**config.mk**
```make
export PLATFORM = sky130hd
export DESIGN_NAME = slpm_top
export DESIGN_NICKNAME = d
export VERILOG_FILES = /design/src/slpm_pkg.sv /design/src/slpm_top.sv /design/src/slpm_port.sv
export VERILOG_INCLUDE_DIRS = /design/src
export SDC_FILE = /design/constraint.sdc
export NUM_CORES = 1
export LEC_CHECK = 0
export BUFFER_PORTS_ARGS = -buffer_cell sky130_fd_sc_hd__clkbuf_2
export CELL_PAD_IN_SITES_DETAIL_PLACEMENT = 1
export CELL_PAD_IN_SITES_GLOBAL_PLACEMENT = 2
export CORE_MARGIN = 2
export CORE_UTILIZATION = 41
export DETAILED_ROUTE_END_ITERATION = 10
export GPL_TIMING_DRIVEN = 1
export PLACE_DENSITY_LB_ADDON = 0.05
export SETUP_SLACK_MARGIN = 0.02
export SLEW_MARGIN = 20
export SYNTH_ARGS = -nofsm -noshare
export SYNTH_HDL_FRONTEND = slang
export SYNTH_HIERARCHICAL = 1
export SYNTH_SLANG_ARGS = --single-unit
```
**constraint.sdc**
```tcl
create_clock -name clk -period 18.7 [get_ports clk]
set_input_delay 0 -clock clk [delete_from_list [all_inputs] [get_ports clk]]
set_output_delay 0 -clock clk [all_outputs]
set_load 0.02 [all_outputs]
```
**src/slpm_cfg.svh**
```systemverilog
// Offsets, field positions, reset values and timing counts for the link power block
`ifndef SLPM_CFG_SVH
`define SLPM_CFG_SVH
`define SLPM_ADDR_W 4
`define SLPM_OFF_PORT_CTL 4'h0
`define SLPM_OFF_GATING 4'h1
`define SLPM_OFF_POWER 4'h2
`define SLPM_OFF_STATUS 4'h3
`define SLPM_OFF_BUSY 4'h4
`define SLPM_POS_D3 0
`define SLPM_POS_LOWPWR 1
`define SLPM_PORT_CTL_RST 8'h00
`define SLPM_GATING_RST 8'h00
`define SLPM_CLK_MHZ 50
`define SLPM_PARTIAL_EXIT_NS 10
`define SLPM_SLUMBER_EXIT_MS 10
`define SLPM_DEVSLP_EXIT_MS 20
`define SLPM_PARTIAL_EXIT_CYC ((`SLPM_PARTIAL_EXIT_NS * `SLPM_CLK_MHZ) / 1000 < 1 ? 1 : (`SLPM_PARTIAL_EXIT_NS * `SLPM_CLK_MHZ) / 1000)
`define SLPM_SLUMBER_EXIT_CYC (`SLPM_SLUMBER_EXIT_MS * `SLPM_CLK_MHZ * 1000)
`define SLPM_DEVSLP_EXIT_CYC (`SLPM_DEVSLP_EXIT_MS * `SLPM_CLK_MHZ * 1000)
`endif

```
**src/slpm_pkg.sv**
```systemverilog
// Types for the link power block
`default_nettype none
package slpm_pkg;
  typedef enum logic [2:0] {
    SLPM_ACTIVE = 3'b000,
    SLPM_PARTIAL = 3'b001,
    SLPM_SLUMBER = 3'b010,
    SLPM_DEVSLP = 3'b011,
    SLPM_WAKE = 3'b100
  } slpm_state_t;
  typedef struct packed {
    logic partial_req;
    logic slumber_req;
    logic comwake_det;
  } slpm_link_in_t;
  typedef struct packed {
    logic pm_ack;
    logic comwake_send;
    logic devslp;
    logic pll_off;
  } slpm_link_out_t;
endpackage
`default_nettype wire

```
**src/slpm_top.sv**
```systemverilog
// Link power management top: ports, power state, presence and activity LED
//
// Added by the designer: the register offsets and strobed register access.
`timescale 1ns/100ps
`default_nettype none
`include "slpm_cfg.svh"
// Contract
// - Acknowledge every drive Partial/Slumber request; never start one as host.
// - Pending work on a sleeping link sends COMWAKE to wake it.
// - Device Sleep is entered only from Slumber.
// - In D3 only configuration accesses succeed; others master abort, yet their writes still update the registers and their reads return data.
// - No interrupt in D3; pending status may interrupt after D0.
// - In D3 ports treated as empty, wires not held.
// - Leaving D3 performs no internal reset; state is kept.
// - Low-power option may switch off wake detection in Slumber.
// - Each port has its own PHY dynamic gating enable.
// - One port enable bit per port; re-enable restarts presence detection.
// - One presence bit per port, set when drive detected.
// - Activity LED pulled low when any port busy, released otherwise.
// - Drive D1/D3 only by forwarding software commands.
// - Exit limits: Partial 10 ns, Slumber 10 ms, Device Sleep 20 ms; Partial is clamped to one 20 ns cycle at 50 MHz.
module slpm_top
  import slpm_pkg::*;
#(
  parameter int PORTS = 8,
  parameter int SLUMBER_EXIT_CYC = `SLPM_SLUMBER_EXIT_CYC,
  parameter int DEVSLP_EXIT_CYC = `SLPM_DEVSLP_EXIT_CYC
) (
  input wire logic clk,
  input wire logic reset_n,
  input wire logic [`SLPM_ADDR_W-1:0] reg_addr,
  input wire logic [7:0] reg_wdata,
  input wire logic reg_wr,
  input wire logic reg_rd,
  output logic [7:0] reg_rdata,
  input wire logic cfg_access,
  output logic master_abort,
  input wire logic irq_in,
  output logic irq_out,
  input wire logic [PORTS-1:0] drive_detect,
  input wire logic [PORTS-1:0] port_busy_flag,
  input wire logic [PORTS-1:0] work_pending,
  input wire logic [PORTS-1:0] devslp_req,
  input wire logic [PORTS-1:0] partial_req,
  input wire logic [PORTS-1:0] slumber_req,
  input wire logic [PORTS-1:0] comwake_det,
  input wire logic [PORTS-1:0] cmd_valid,
  input wire logic [7:0] cmd_code,
  output logic [PORTS-1:0] cmd_fwd_valid,
  output logic [7:0] cmd_fwd_code,
  output logic [PORTS-1:0] pm_ack,
  output logic [PORTS-1:0] comwake_send,
  output logic [PORTS-1:0] devslp,
  output logic [PORTS-1:0] pll_off,
  output logic [PORTS-1:0] phy_gate,
  output logic [PORTS-1:0] port_drive_en,
  output logic activity_led_n_o,
  output logic activity_led_n_oe
);
  initial begin
    if (PORTS < 1 || PORTS > 8) begin
      $error("slpm_top: PORTS must be 1 to 8");
    end
  end
  logic rst_s1_reg, rst_n_reg;
  always_ff @(posedge clk or negedge reset_n) begin
    if (!reset_n) begin
      rst_s1_reg <= 1'b0;
      rst_n_reg <= 1'b0;
    end else begin
      rst_s1_reg <= 1'b1;
      rst_n_reg <= rst_s1_reg;
    end
  end
  logic [PORTS-1:0] det_s1_reg, det_reg, busy_s1_reg, busy_reg, cw_s1_reg, cw_reg;
  logic [PORTS-1:0] pr_s1_reg, pr_reg, sr_s1_reg, sr_reg;
  always_ff @(posedge clk or negedge rst_n_reg) begin
    if (!rst_n_reg) begin
      det_s1_reg <= '0;
      det_reg <= '0;
      busy_s1_reg <= '0;
      busy_reg <= '0;
      cw_s1_reg <= '0;
      cw_reg <= '0;
      pr_s1_reg <= '0;
      pr_reg <= '0;
      sr_s1_reg <= '0;
      sr_reg <= '0;
    end else begin
      det_s1_reg <= drive_detect;
      det_reg <= det_s1_reg;
      busy_s1_reg <= port_busy_flag;
      busy_reg <= busy_s1_reg;
      cw_s1_reg <= comwake_det;
      cw_reg <= cw_s1_reg;
      pr_s1_reg <= partial_req;
      pr_reg <= pr_s1_reg;
      sr_s1_reg <= slumber_req;
      sr_reg <= sr_s1_reg;
    end
  end
  logic [7:0] port_ctl_reg, gating_reg, rdata_reg;
  logic d3_reg, lowpwr_reg;
  wire logic wr_ctl = reg_wr && reg_addr == `SLPM_OFF_PORT_CTL;
  wire logic wr_gate = reg_wr && reg_addr == `SLPM_OFF_GATING;
  wire logic wr_pwr = reg_wr && reg_addr == `SLPM_OFF_POWER;
  wire logic [PORTS-1:0] port_en = port_ctl_reg[PORTS-1:0];
  wire logic [PORTS-1:0] port_live = port_en & {PORTS{!d3_reg}};
  wire logic [PORTS-1:0] present = det_reg & port_live;
  logic [7:0] present_w, busy_w;
  assign present_w = 8'(present);
  assign busy_w = 8'(busy_reg);
  logic [7:0] rd_mux;
  always_comb begin
    if (reg_addr == `SLPM_OFF_PORT_CTL) begin
      rd_mux = port_ctl_reg;
    end else if (reg_addr == `SLPM_OFF_GATING) begin
      rd_mux = gating_reg;
    end else if (reg_addr == `SLPM_OFF_POWER) begin
      rd_mux = {6'h00, lowpwr_reg, d3_reg};
    end else if (reg_addr == `SLPM_OFF_STATUS) begin
      rd_mux = present_w;
    end else if (reg_addr == `SLPM_OFF_BUSY) begin
      rd_mux = busy_w;
    end else begin
      rd_mux = 8'h00;
    end
  end
  always_ff @(posedge clk or negedge rst_n_reg) begin
    if (!rst_n_reg) begin
      port_ctl_reg <= `SLPM_PORT_CTL_RST;
      gating_reg <= `SLPM_GATING_RST;
      d3_reg <= 1'b0;
      lowpwr_reg <= 1'b0;
      rdata_reg <= 8'h00;
    end else begin
      if (wr_ctl) begin
        port_ctl_reg <= reg_wdata;
      end
      if (wr_gate) begin
        gating_reg <= reg_wdata;
      end
      if (wr_pwr) begin
        d3_reg <= reg_wdata[`SLPM_POS_D3];
        lowpwr_reg <= reg_wdata[`SLPM_POS_LOWPWR];
      end
      rdata_reg <= reg_rd ? rd_mux : 8'h00;
    end
  end
  assign reg_rdata = rdata_reg;
  assign master_abort = d3_reg && (reg_wr || reg_rd) && !cfg_access;
  assign irq_out = irq_in && !d3_reg;
  logic [7:0] fwd_code_reg;
  logic [PORTS-1:0] fwd_valid_reg;
  always_ff @(posedge clk or negedge rst_n_reg) begin
    if (!rst_n_reg) begin
      fwd_code_reg <= 8'h00;
      fwd_valid_reg <= '0;
    end else begin
      fwd_valid_reg <= cmd_valid & port_live;
      if (|cmd_valid) begin
        fwd_code_reg <= cmd_code;
      end
    end
  end
  assign cmd_fwd_valid = fwd_valid_reg;
  assign cmd_fwd_code = fwd_code_reg;
  genvar gi;
  generate
    for (gi = 0; gi < PORTS; gi++) begin : g_port
      slpm_link_in_t lin;
      slpm_link_out_t lout;
      assign lin.partial_req = pr_reg[gi];
      assign lin.slumber_req = sr_reg[gi];
      assign lin.comwake_det = cw_reg[gi];
      slpm_port #(
        .SLUMBER_EXIT_CYC(SLUMBER_EXIT_CYC),
        .DEVSLP_EXIT_CYC(DEVSLP_EXIT_CYC)
      ) u_port (
        .clk(clk),
        .rst_n(rst_n_reg),
        .enable(port_live[gi]),
        .low_power(lowpwr_reg),
        .work_pending(work_pending[gi]),
        .devslp_req(devslp_req[gi]),
        .link_in(lin),
        .link_out(lout),
        .state_out(),
        .timeout()
      );
      assign pm_ack[gi] = lout.pm_ack;
      assign comwake_send[gi] = lout.comwake_send;
      assign devslp[gi] = lout.devslp;
      assign pll_off[gi] = lout.pll_off || !port_live[gi];
      assign phy_gate[gi] = gating_reg[gi] && port_live[gi];
    end
  endgenerate
  assign port_drive_en = port_live;
  assign activity_led_n_o = 1'b0;
  assign activity_led_n_oe = |busy_reg;
  a_led_follows_busy: assert property (@(posedge clk) disable iff (!rst_n_reg)
    activity_led_n_oe == (|$past(port_busy_flag, 2)))
    else $error("activity LED does not track busy");
  a_d3_no_irq: assert property (@(posedge clk) disable iff (!rst_n_reg)
    d3_reg |-> !irq_out)
    else $error("interrupt raised in D3");
  a_d3_abort: assert property (@(posedge clk) disable iff (!rst_n_reg)
    (d3_reg && reg_rd && !cfg_access) |-> master_abort)
    else $error("memory access in D3 not aborted");
  a_d3_keeps_ctl: assert property (@(posedge clk) disable iff (!rst_n_reg)
    (d3_reg && !wr_ctl) |=> port_ctl_reg == $past(port_ctl_reg))
    else $error("port control lost in D3");
  a_disabled_absent: assert property (@(posedge clk) disable iff (!rst_n_reg)
    !port_live[0] |-> !present[0])
    else $error("disabled port reports presence");
endmodule
`default_nettype wire

```
**src/slpm_port.sv**
```systemverilog
// Per-port link power state machine
`timescale 1ns/100ps
`default_nettype none
`include "slpm_cfg.svh"
module slpm_port
  import slpm_pkg::*;
#(
  parameter int SLUMBER_EXIT_CYC = `SLPM_SLUMBER_EXIT_CYC,
  parameter int DEVSLP_EXIT_CYC = `SLPM_DEVSLP_EXIT_CYC
) (
  input wire logic clk,
  input wire logic rst_n,
  input wire logic enable,
  input wire logic low_power,
  input wire logic work_pending,
  input wire logic devslp_req,
  input wire slpm_link_in_t link_in,
  output slpm_link_out_t link_out,
  output logic [2:0] state_out,
  output logic timeout
);
  localparam int PART_CYC = `SLPM_PARTIAL_EXIT_CYC;
  initial begin
    if (SLUMBER_EXIT_CYC < 1 || DEVSLP_EXIT_CYC < SLUMBER_EXIT_CYC) begin
      $error("slpm_port: bad exit counts");
    end
  end
  slpm_state_t state_reg, state_next;
  slpm_state_t from_reg;
  logic [31:0] wait_reg;
  logic ack_reg, wake_reg, timeout_reg;
  wire logic det_ok = link_in.comwake_det && !(low_power && state_reg == SLPM_SLUMBER);
  wire logic [31:0] limit = (from_reg == SLPM_PARTIAL) ? 32'(PART_CYC) :
                           (from_reg == SLPM_DEVSLP) ? 32'(DEVSLP_EXIT_CYC) : 32'(SLUMBER_EXIT_CYC);
  always_comb begin
    state_next = state_reg;
    case (state_reg)
      SLPM_ACTIVE: begin
        if (link_in.slumber_req) begin
          state_next = SLPM_SLUMBER;
        end else if (link_in.partial_req) begin
          state_next = SLPM_PARTIAL;
        end
      end
      SLPM_PARTIAL: begin
        if (work_pending || det_ok) begin
          state_next = SLPM_WAKE;
        end
      end
      SLPM_SLUMBER: begin
        if (work_pending || det_ok) begin
          state_next = SLPM_WAKE;
        end else if (devslp_req) begin
          state_next = SLPM_DEVSLP;
        end
      end
      SLPM_DEVSLP: begin
        if (work_pending || link_in.comwake_det) begin
          state_next = SLPM_WAKE;
        end
      end
      SLPM_WAKE: begin
        if (wait_reg >= limit - 32'h1) begin
          state_next = SLPM_ACTIVE;
        end
      end
      default: state_next = SLPM_ACTIVE;
    endcase
    if (!enable) begin
      state_next = SLPM_ACTIVE;
    end
  end
  always_ff @(posedge clk or negedge rst_n) begin
    if (!rst_n) begin
      state_reg <= SLPM_ACTIVE;
      from_reg <= SLPM_ACTIVE;
      wait_reg <= 32'h0;
      ack_reg <= 1'b0;
      wake_reg <= 1'b0;
      timeout_reg <= 1'b0;
    end else begin
      state_reg <= state_next;
      if (state_reg != SLPM_WAKE) begin
        from_reg <= state_reg;
      end
      wait_reg <= (state_reg == SLPM_WAKE && state_next == SLPM_WAKE) ? wait_reg + 32'h1 : 32'h0;
      ack_reg <= (state_reg == SLPM_ACTIVE) && (state_next == SLPM_PARTIAL || state_next == SLPM_SLUMBER);
      wake_reg <= (state_reg != SLPM_WAKE) && (state_next == SLPM_WAKE);
      timeout_reg <= (state_reg == SLPM_WAKE) && (state_next == SLPM_ACTIVE);
    end
  end
  assign link_out.pm_ack = ack_reg;
  assign link_out.comwake_send = wake_reg;
  assign link_out.devslp = (state_reg == SLPM_DEVSLP);
  assign link_out.pll_off = low_power && (state_reg == SLPM_SLUMBER);
  assign state_out = state_reg;
  assign timeout = timeout_reg;
  a_devslp_from_slumber: assert property (@(posedge clk) disable iff (!rst_n)
    (state_reg != SLPM_DEVSLP && state_next == SLPM_DEVSLP) |-> state_reg == SLPM_SLUMBER)
    else $error("device sleep entered from a state other than slumber");
  a_ack_follows_req: assert property (@(posedge clk) disable iff (!rst_n)
    (state_reg == SLPM_ACTIVE && state_next == SLPM_SLUMBER) |=> link_out.pm_ack)
    else $error("power request not acknowledged");
  a_wake_sends_comwake: assert property (@(posedge clk) disable iff (!rst_n)
    (state_reg == SLPM_PARTIAL && work_pending && enable) |=> link_out.comwake_send)
    else $error("no comwake for pending work");
endmodule
`default_nettype wire

```
# Yosys cells after proc, flatten, opt, wreduce, memory -nomap -nowiden
# Cells that the tools add are included.
[classes]
bitwise_logic = 3
n_mux = 102
order_cmp = 8
n_reduce_logical = 116
n_addsub = 16
n_eq_ne = 84
[ops]
columns = ["cell", "count"]
rows = [
  ["two-way mux 32 bit", 16],
  ["adder 32 x 1 -> 32 bit (second input constant)", 8],
  ["greater-or-equal comparator 32 bit", 8],
  ["subtractor 32 x 1 -> 32 bit (second input constant)", 8],
  ["two-way mux 3 bit", 64],
  ["two-way mux 20 bit", 8],
  ["case mux 3 bit (5 select lines)", 8],
  ["equality test 3 x 2 -> 1 bit (second input constant)", 32],
  ["equality test 3 x 1 -> 1 bit (second input constant)", 24],
  ["logical AND 1 bit", 54],
  ["equality test 3 bit (second input constant)", 16],
  ["two-way mux 8 bit", 6],
  ["logical OR 1 bit", 33],
  ["AND 8 bit", 3],
  ["zero test 3 bit", 8],
  ["inequality test 3 bit (second input constant)", 8],
  ["zero test 1 bit", 18],
  ["OR reduction 8 bit", 2],
  ["equality test 4 x 2 -> 1 bit (second input constant)", 2],
  ["equality test 4 x 1 -> 1 bit (second input constant)", 1],
  ["equality test 4 x 3 -> 1 bit (second input constant)", 1],
  ["zero test 4 bit", 1],
]
[word_totals]
reg_bits = 444
inputBits = 90
word_cells = 388
out_inout_bits = 76

# Longest topological paths before layout
# Gate-level depths: netlist of the first run.
[logic_depth]
depth_word = 11
depth_mapped = 10
ltp_nobuf = 9

# By module
# The synthesis of the first run kept the hierarchy.
[by_module_without_submodules]
columns = ["module", "seq_area_each_um2", "instances", "cells_per_inst", "area_per_inst_um2"]
rows = [
  ["slpm_port at g_port[0].u_port ...", 1026.0, 6, 212, 2311.0],
  ["slpm_top", 3103.0, 1, 261, 4071.4],
  ["slpm_port at g_port[5].u_port", 1026.0, 1, 212, 2316.0],
  ["slpm_port at g_port[7].u_port", 1026.0, 1, 211, 2303.5],
]

# Least setup slack after synthesis of the first run
# Ideal clock, no wire load.
[synth_path]
path_type = "reg2reg"
from = "reg g_port[5].u_port.from_reg[2]"
to = "reg g_port[5].u_port.wait_reg[10]"
n_path_buf = 1
period_less_slack_ns = 2.635
arrival_ns = 2.546
path_stages_with_launch = 10
setup_time_ns = 0.090
t_required_ns = 18.610
slack_ns = 16.065
path_cell_list = "dfrtp_1 nor2b_1 nand2_1 ha_1 a2111oi_2 o221ai_1 a2111o_1 a31o_4 buf_6 a211oi_2"
[synth_via]
elab_chain_cells = 11
word_cells_on_any_way = 12
cone_classes = "add/sub (1); order compare (1); eq/ne (3); mux (6); reduce/logical (1)"
[synth_rtl]
columns = ["element", "line_no", "source"]
rows = [
  ["from (decl)", "slpm_port.sv:29", "slpm_state_t from_reg;"],
  ["from (signal assigned)", "slpm_port.sv:84", "from_reg <= state_reg;"],
  ["equality test 3 x 2 -> 1 bit", "slpm_port.sv:34", "(from_reg == SLPM_DEVSLP) ? 32'(DEVSLP_EXIT_CYC) : 32'(SLUMBER_EXIT_CYC);"],
  ["two-way mux 20 bit", "slpm_port.sv:34", ""],
  ["two-way mux 32 bit *", "slpm_port.sv:33", "wire logic [31:0] limit = (from_reg == SLPM_PARTIAL) ? 32'(PART_CYC) :"],
  ["subtractor 32 x 1 -> 32 bit *", "slpm_port.sv:63", "if (wait_reg >= limit - 32'h1) begin"],
  ["greater-or-equal comparator 32 bit *", "slpm_port.sv:63", ""],
  ["two-way mux 3 bit *", "slpm_port.sv:63", ""],
  ["case mux 3 bit (5 select lines) *", "slpm_port.sv:37", "case (state_reg)"],
  ["two-way mux 3 bit *", "slpm_port.sv:69", "if (!enable) begin"],
  ["equality test 3 bit *", "slpm_port.sv:86", "wait_reg <= (state_reg == SLPM_WAKE && state_next == SLPM_WAKE) ? wait_reg + 32'h1 : 32'h0;"],
  ["logical AND 1 bit *", "slpm_port.sv:86", ""],
  ["two-way mux 32 bit *", "slpm_port.sv:86", ""],
  ["to (signal assigned)", "slpm_port.sv:86", ""],
  ["to (decl)", "slpm_port.sv:30", "logic [31:0] wait_reg;"],
]
# Mark *: on every way between the ends. The rest lies on a longest branch, timed or not.
# A chain may end at the register's enable or synchronous reset.

# Worst setup path after layout of the first run
[layout_path]
from = "reg g_port[5].u_port.from_reg[2]"
to = "reg g_port[5].u_port.wait_reg[5]"
# The elaborated chain is that of the path after synthesis.

==> impl_metrics.py, run 1 <==
metrics = {
    "drt": {
        "detail_route.first_pass.iterations": 4,
        "drt_iter0_markers": 561,
        "routed_wire_length_per_instance_um": 19.1,
        "dr_vias_cell": 5.38,
        "postRouteAntennaNets": 0,
        "detail_route.drc_violations": 0,
        "num_vias": 16100,
        "postRouteWirelength_um": 57400,
    },
    "critical_path": {
        "cp.required_ns": 19.16,
        "crit_path_top_delay_cell": "a2111o_1",
        "cp_cell_sequence": "nor2b_1, nand2_1, ha_1, a2111oi_2, o221ai_1, a2111o_1, a31o_4, a211oi_1",
        "critical_path.startpoint_type": "flop",
        "timing.critical_path.to_type": "flop",
        "slowest_delay_ns": 0.45,
        "path_max_fanout": 23,
        "setup.worst_path.class": "reg2reg",
        "arrival_ns": 3.71,
    },
    "grt": {
        "initial_antenna_violation_count": 4,
        "grt_first_pass_wirelength_um": 95100,
        "first_global_vias": 17300,
        "total_congestion_overflow_after_global_routing": 0,
        "grt_use_total_pct": 21.0,
        "grt_start_max_net_pins": 172,
    },
    "clock_tree": {
        "ctsHtreeMaxLevel": 2,
        "cts.sinks": 444,
        "cts_tree": "done",
        "cts_post_setup_buffers_inserted": 0,
        "total_cts_buffers": 52,
        "cts_root_buffer": "clkbuf_16",
        "postCtsResizedCells": 0,
        "worst_setup_hold_path_clk_slew_ns": 0.06,
        "clock_latency_ns": 0.60,
        "largest_buffer_count_on_any_clock_path": 3,
    },
    "die": {
        "initial_core_util_pct": 41.4,
        "die_area_um2": 56300,
        "placeableCoreArea_um2": 53800,
        "die_height_um": 237,
        "chipWidth_um": 237,
        "design.portCount": 166,
        "rows": 85,
    },
    "finish": {
        "area.growth.synth_to_final_pct": 19.8,
        "largest_reg_flops": 256,
        "layout_common_cells": "443 x dfrtp_1, 164 x clkbuf_2, 136 x ha_1",
        "seq_area_um2": 11100,
        "layout.cells.most_common": "dfrtp_1",
        "post-route-cell-area_um2": 26700,
        "num-nets-final": 2482,
        "postLayoutCoreUtil_pct": 49.6,
        "final_cell_count_no_fill": 2998,
        "fill_cells": 5772,
        "fraction_of_layout_instances_using_a_drive_strength_above_1_pct": 20.1,
        "multi_input_area_um2": 10700,
    },
    "place": {
        "dpl_cell_area_um2": 23900,
        "gp_congestion": 0.785,
        "io_buffer_count": 164,
        "post-place-cells": 2801,
        "dp_hpwl_um": 38900,
    },
    "power": {
        "combPwrFrac_pct": 11.5,
        "pwr-share-clk_pct": 45.0,
        "p_sw_share_pct": 26.7,
        "internal_power_mw": 1.77,
        "irDropWorstVdd_mv": 0.0724,
        "pwr-share-seq_pct": 43.5,
        "static-leakage-power_nw": 11.7,
        "total_switching_power_uw": 643,
        "p_per_area_nw_per_um2": 90.3,
    },
    "sta": {
        "finalCritPeriodShare_pct": 17.4,
        "hold-worst-slack_ns": 0.0433,
        "max_clock_freq_mhz": 308,
        "rsz0062_at_grt": "no",
        "clock-skew-final_ns": 0.0267,
        "finalSetupTns_ns": 0,
        "tightest_slew_margin_relative_to_the_limit_pct": 26.1,
        "worst_slew_pin_slew_ns": 1.11,
        "setup_viol_count_final": 0,
        "timing.final.hold_violations": 0,
        "post-route-min-period_ns": 3.25,
        "final_max_slew_viol_count": 0,
    },
    "logic_synthesis": {
        "number_of_standard_cells_after_synthesis": 1940,
        "synth_area_per_cell_um2": 11.5,
        "mappedNetlistArea_um2": 22300,
        "yosys_warnings": 6,
    },
    "run_status": {
        "status": "finished, final reports clean",
    },
    "job": {
        "number_of_maximum_capacitance_violations": 0,
    },
    "hold_path": {
        "hold_path.class": "in2reg",
    },
}
[path summary, 6_finish.rpt]
path                                              start                           end  slack, ns  cells past startpoint
min reg2reg                                   rst_n_reg              cmd_fwd_valid[4]       0.24                      0
min                                     drive_detect[4]                 det_s1_reg[4]       0.04                      2
max                        g_port[5].u_port/from_reg[2]  g_port[5].u_port/wait_reg[5]      15.45                      8
min in group asynchronous                     rst_n_reg              cmd_fwd_valid[4]       0.24                      0
max in group asynchronous                     rst_n_reg  g_port[5].u_port/wait_reg[8]      15.53                      3
max reg2reg                g_port[5].u_port/from_reg[2]  g_port[5].u_port/wait_reg[5]      15.45                      8
[per-stage QoR]
stage	setup slack [ns]	power, mW
after floorplan	5.41	1.23
after global placement	15.45	1.32
after detailed placement	15.36	1.33
after CTS	15.33	2.45
after global routing	15.00	2.52
final	15.45	2.41
[worst max-delay path: cells and delay by family, from the launching register on]
kind	cells	cell delay (ns)
and+or+nand+nor	2	0.64
DFF	1	0.38
AOI/OAI and AO/OA	5	1.72
adders and majority gates	1	0.37
[area by class of cell]
type	count	share of cell area, %
sequential	444	41.6
clock buffer	63	5.41
clock inverter	35	1.59
multi-input combinational	1419	40.1
inverter	64	0.899
antenna	2	0.0187
timing repair buffer	275	7.15
tap	696	3.26
[metal layers]
| metal | wire length (µm) | GRT usage, % | vias up |
|---|---|---|---|
| li1 | - | - | 7675 |
| met4 | 1270 | 5.98 | 6 |
| met1 | 26900 | 29.1 | 8144 |
| met3 | 2300 | 3.68 | 72 |
| met5 | 42 | 0 | - |
| met2 | 26900 | 33.8 | 240 |
[power groups by stage]
stage               sequential (mW)  clock (mW)  combinational, mW
floorplan                      1.06           0              0.167
global placement               1.07           0              0.256
detailed placement             1.07           0              0.262
CTS                            1.05        1.12              0.280
global route                   1.06        1.16              0.307
finish                         1.05        1.08              0.277
[what timing repair did]
item	CTS	global route
endpoints found under the setup margin	0	0
hold endpoints to repair	104	0
hold buffers	97	0
Note: power is estimated with default switching activity, not from simulation.
==> run 2: changes to the inputs <==
==> constraint.sdc (replaced) <==
create_clock -name clk -period 3 [get_ports clk]
set_input_delay 0 -clock clk [delete_from_list [all_inputs] [get_ports clk]]
set_output_delay 0 -clock clk [all_outputs]
set_load 0.02 [all_outputs]
==> run 2 against run 1 <==
  * Cell count rose by 1.7%
  * Via count rose by 1.5%
  * Fmax rose by 18%
  * Combinational power rose to 6.6 times the previous value
  * Largest cell class unchanged
==> impl_metrics.py, run 2 (synthesis gave the netlist of run 1 again) <==
metrics = {
    "sta": {
        "finalSetupTns_ns": 0,
        "timing.final.hold_violations": 0,
        "clock-skew-final_ns": 0.0279,
        "post-route-min-period_ns": 2.76,
        "layout_setup_ws_ns": 0.238,
        "finalCritPeriodShare_pct": 92.1,
        "worst_slew_pin_slew_ns": 0.956,
        "final_max_slew_viol_count": 0,
        "tightest_slew_margin_relative_to_the_limit_pct": 35.7,
        "max_clock_freq_mhz": 362,
        "setup_viol_count_final": 0,
        "rsz0062_at_grt": "no",
    },
    "critical_path": {
        "setup.worst_path.class": "reg2reg",
        "path_buf_inv": 0,
        "startpoint": "g_port[1].u_port/from_reg[2]",
        "timing.critical_path.to_type": "flop",
        "r2r.worst_path.cells": 8,
        "critical_path.endpoint": "g_port[1].u_port/wait_reg[5]",
        "crit-reg2reg-capture": "g_port[1].u_port/wait_reg[5]",
        "path_max_fanout": 23,
        "arrival_ns": 3.25,
        "setup_slack_reg_to_reg_ns": 0.24,
        "slowest_delay_ns": 0.44,
        "critical_path.startpoint_type": "flop",
        "cp_cell_sequence": "nor2b_2, nand2_1, ha_1, a2111oi_2, o221ai_1, a2111o_1, a31o_4, a211oi_1",
        "crit_path_top_delay_cell": "a2111o_1",
        "cp.required_ns": 3.49,
        "worst_path_dominant_cell_family": "compound AO/OA/AOI/OAI gates",
        "reg2reg_from": "g_port[1].u_port/from_reg[2]",
        "path_depth": 8,
    },
    "finish": {
        "postLayoutCoreUtil_pct": 50.5,
        "largest_reg_flops": 256,
        "count_of_inserted_antenna_diode_cells": 0,
        "multi_input_area_um2": 10700,
        "area.growth.synth_to_final_pct": 21.8,
        "layout_common_cells": "442 x dfrtp_1, 164 x clkbuf_2, 136 x ha_1",
        "num-nets-final": 2543,
        "fill_cells": 5774,
        "seq_area_um2": 11100,
        "layout.cells.most_common": "dfrtp_1",
        "fraction_of_layout_instances_using_a_drive_strength_above_1_pct": 21.8,
    },
    "grt": {
        "initial_antenna_violation_count": 0,
        "met2_usage_pct": 34.2,
        "grt_first_pass_wirelength_um": 96000,
        "grt_use_total_pct": 21.2,
        "first_global_vias": 17700,
        "total_congestion_overflow_after_global_routing": 0,
        "gr-usage-met1_pct": 29.5,
        "use_met3_pct": 3.43,
        "grt_start_max_net_pins": 118,
        "global_route_hottest_layer": "met2",
    },
    "die": {
        "die_height_um": 237,
        "rows": 85,
        "initial_core_util_pct": 41.4,
        "placeableCoreArea_um2": 53800,
        "die_area_um2": 56300,
        "chipWidth_um": 237,
        "design.portCount": 166,
    },
    "clock_tree": {
        "total_cts_buffers": 51,
        "cts_root_buffer": "clkbuf_16",
        "clock_latency_ns": 0.60,
        "cts_tree": "done",
        "ctsHtreeMaxLevel": 2,
        "largest_buffer_count_on_any_clock_path": 3,
        "cts.sinks": 444,
        "worst_setup_hold_path_clk_slew_ns": 0.06,
    },
    "place": {
        "gp_congestion": 0.813,
        "preCtsSetupSlack_ns": 0.0721,
        "dp_hpwl_um": 40600,
        "io_buffer_count": 164,
    },
    "power": {
        "irDropWorstVdd_mv": 0.452,
        "p_per_area_nw_per_um2": 548,
        "static-leakage-power_nw": 11.9,
    },
    "drt": {
        "drt_iter0_markers": 715,
        "num_vias": 16400,
        "detail_route.first_pass.iterations": 4,
        "dr_vias_cell": 5.37,
        "detail_route.drc_violations": 0,
        "routed_wire_length_per_instance_um": 19.2,
        "postRouteWirelength_um": 58500,
        "postRouteAntennaNets": 0,
    },
    "run_status": {
        "status": "finished, final reports clean",
    },
    "job": {
        "number_of_maximum_capacitance_violations": 0,
    },
    "hold_path": {
        "hold_path.class": "in2reg",
    },
}
run 2: metal layers:
metal	share of wire, %	vias to the layer above
li1	-	7772
met1	47	8284
met2	46	243
met3	3.7	83
met4	2.6	0
met5	0	-
run 2: worst min-delay path by stage:
stage,start,endpoint,slack (ns),cells after the start
2_1_floorplan,reset_n,rst_s1_reg,-0.30,0
3_3_place_gp,reset_n,rst_s1_reg,-0.21,1
3_5_place_dp,reset_n,rst_s1_reg,-0.21,1
4_1_cts,port_busy_flag[3],busy_s1_reg[3],0.001,2
5_1_grt,comwake_det[7],cw_s1_reg[7],0.02,2
6_report,port_busy_flag[3],busy_s1_reg[3],0.04,2
run 2: layout make-up:
type | instances | area share (%)
Sequential cell | 444 | 40.9
Multi-Input combinational cell | 1419 | 39.5
Timing Repair Buffer | 337 | 8.99
Clock buffer | 65 | 5.15
Tap cell | 696 | 3.21
Clock inverter | 23 | 1.31
Inverter | 64 | 0.884
run 2: where the power goes:
part | internal [mW] | switching, mW
Sequential | 6.27 | 0.300
Combinational | 0.697 | 1.12
Clock | 3.97 | 2.53
run 2: worst register-to-register path, delay by kind of cell (launching register included):
family,cells,cell delay [ns]
AOI/OAI and AO/OA,5,1.58
adders and majority gates,1,0.33
DFF,1,0.39
and+or+nand+nor,2,0.38
run 2: metrics by stage:
stage	total power [mW]	area, µm²	hold slack, ns	instances
floorplan	7.65	22600	-0.296	2020
global placement	8.35	24400	-0.214	2861
detailed placement	8.40	24400	-0.213	2861
CTS	15.1	27100	0.00100	3048
global route	15.6	27200	0.0222	3048
finish	14.9	27200	0.0417	3048
run 2: what timing repair did:
action,4_1_cts,5_1_grt
setup buffers,0,0
setup endpoints to repair,1,107
endpoints found under the hold margin,103,0
hold buffers,99,0
gates resized for setup,1,10
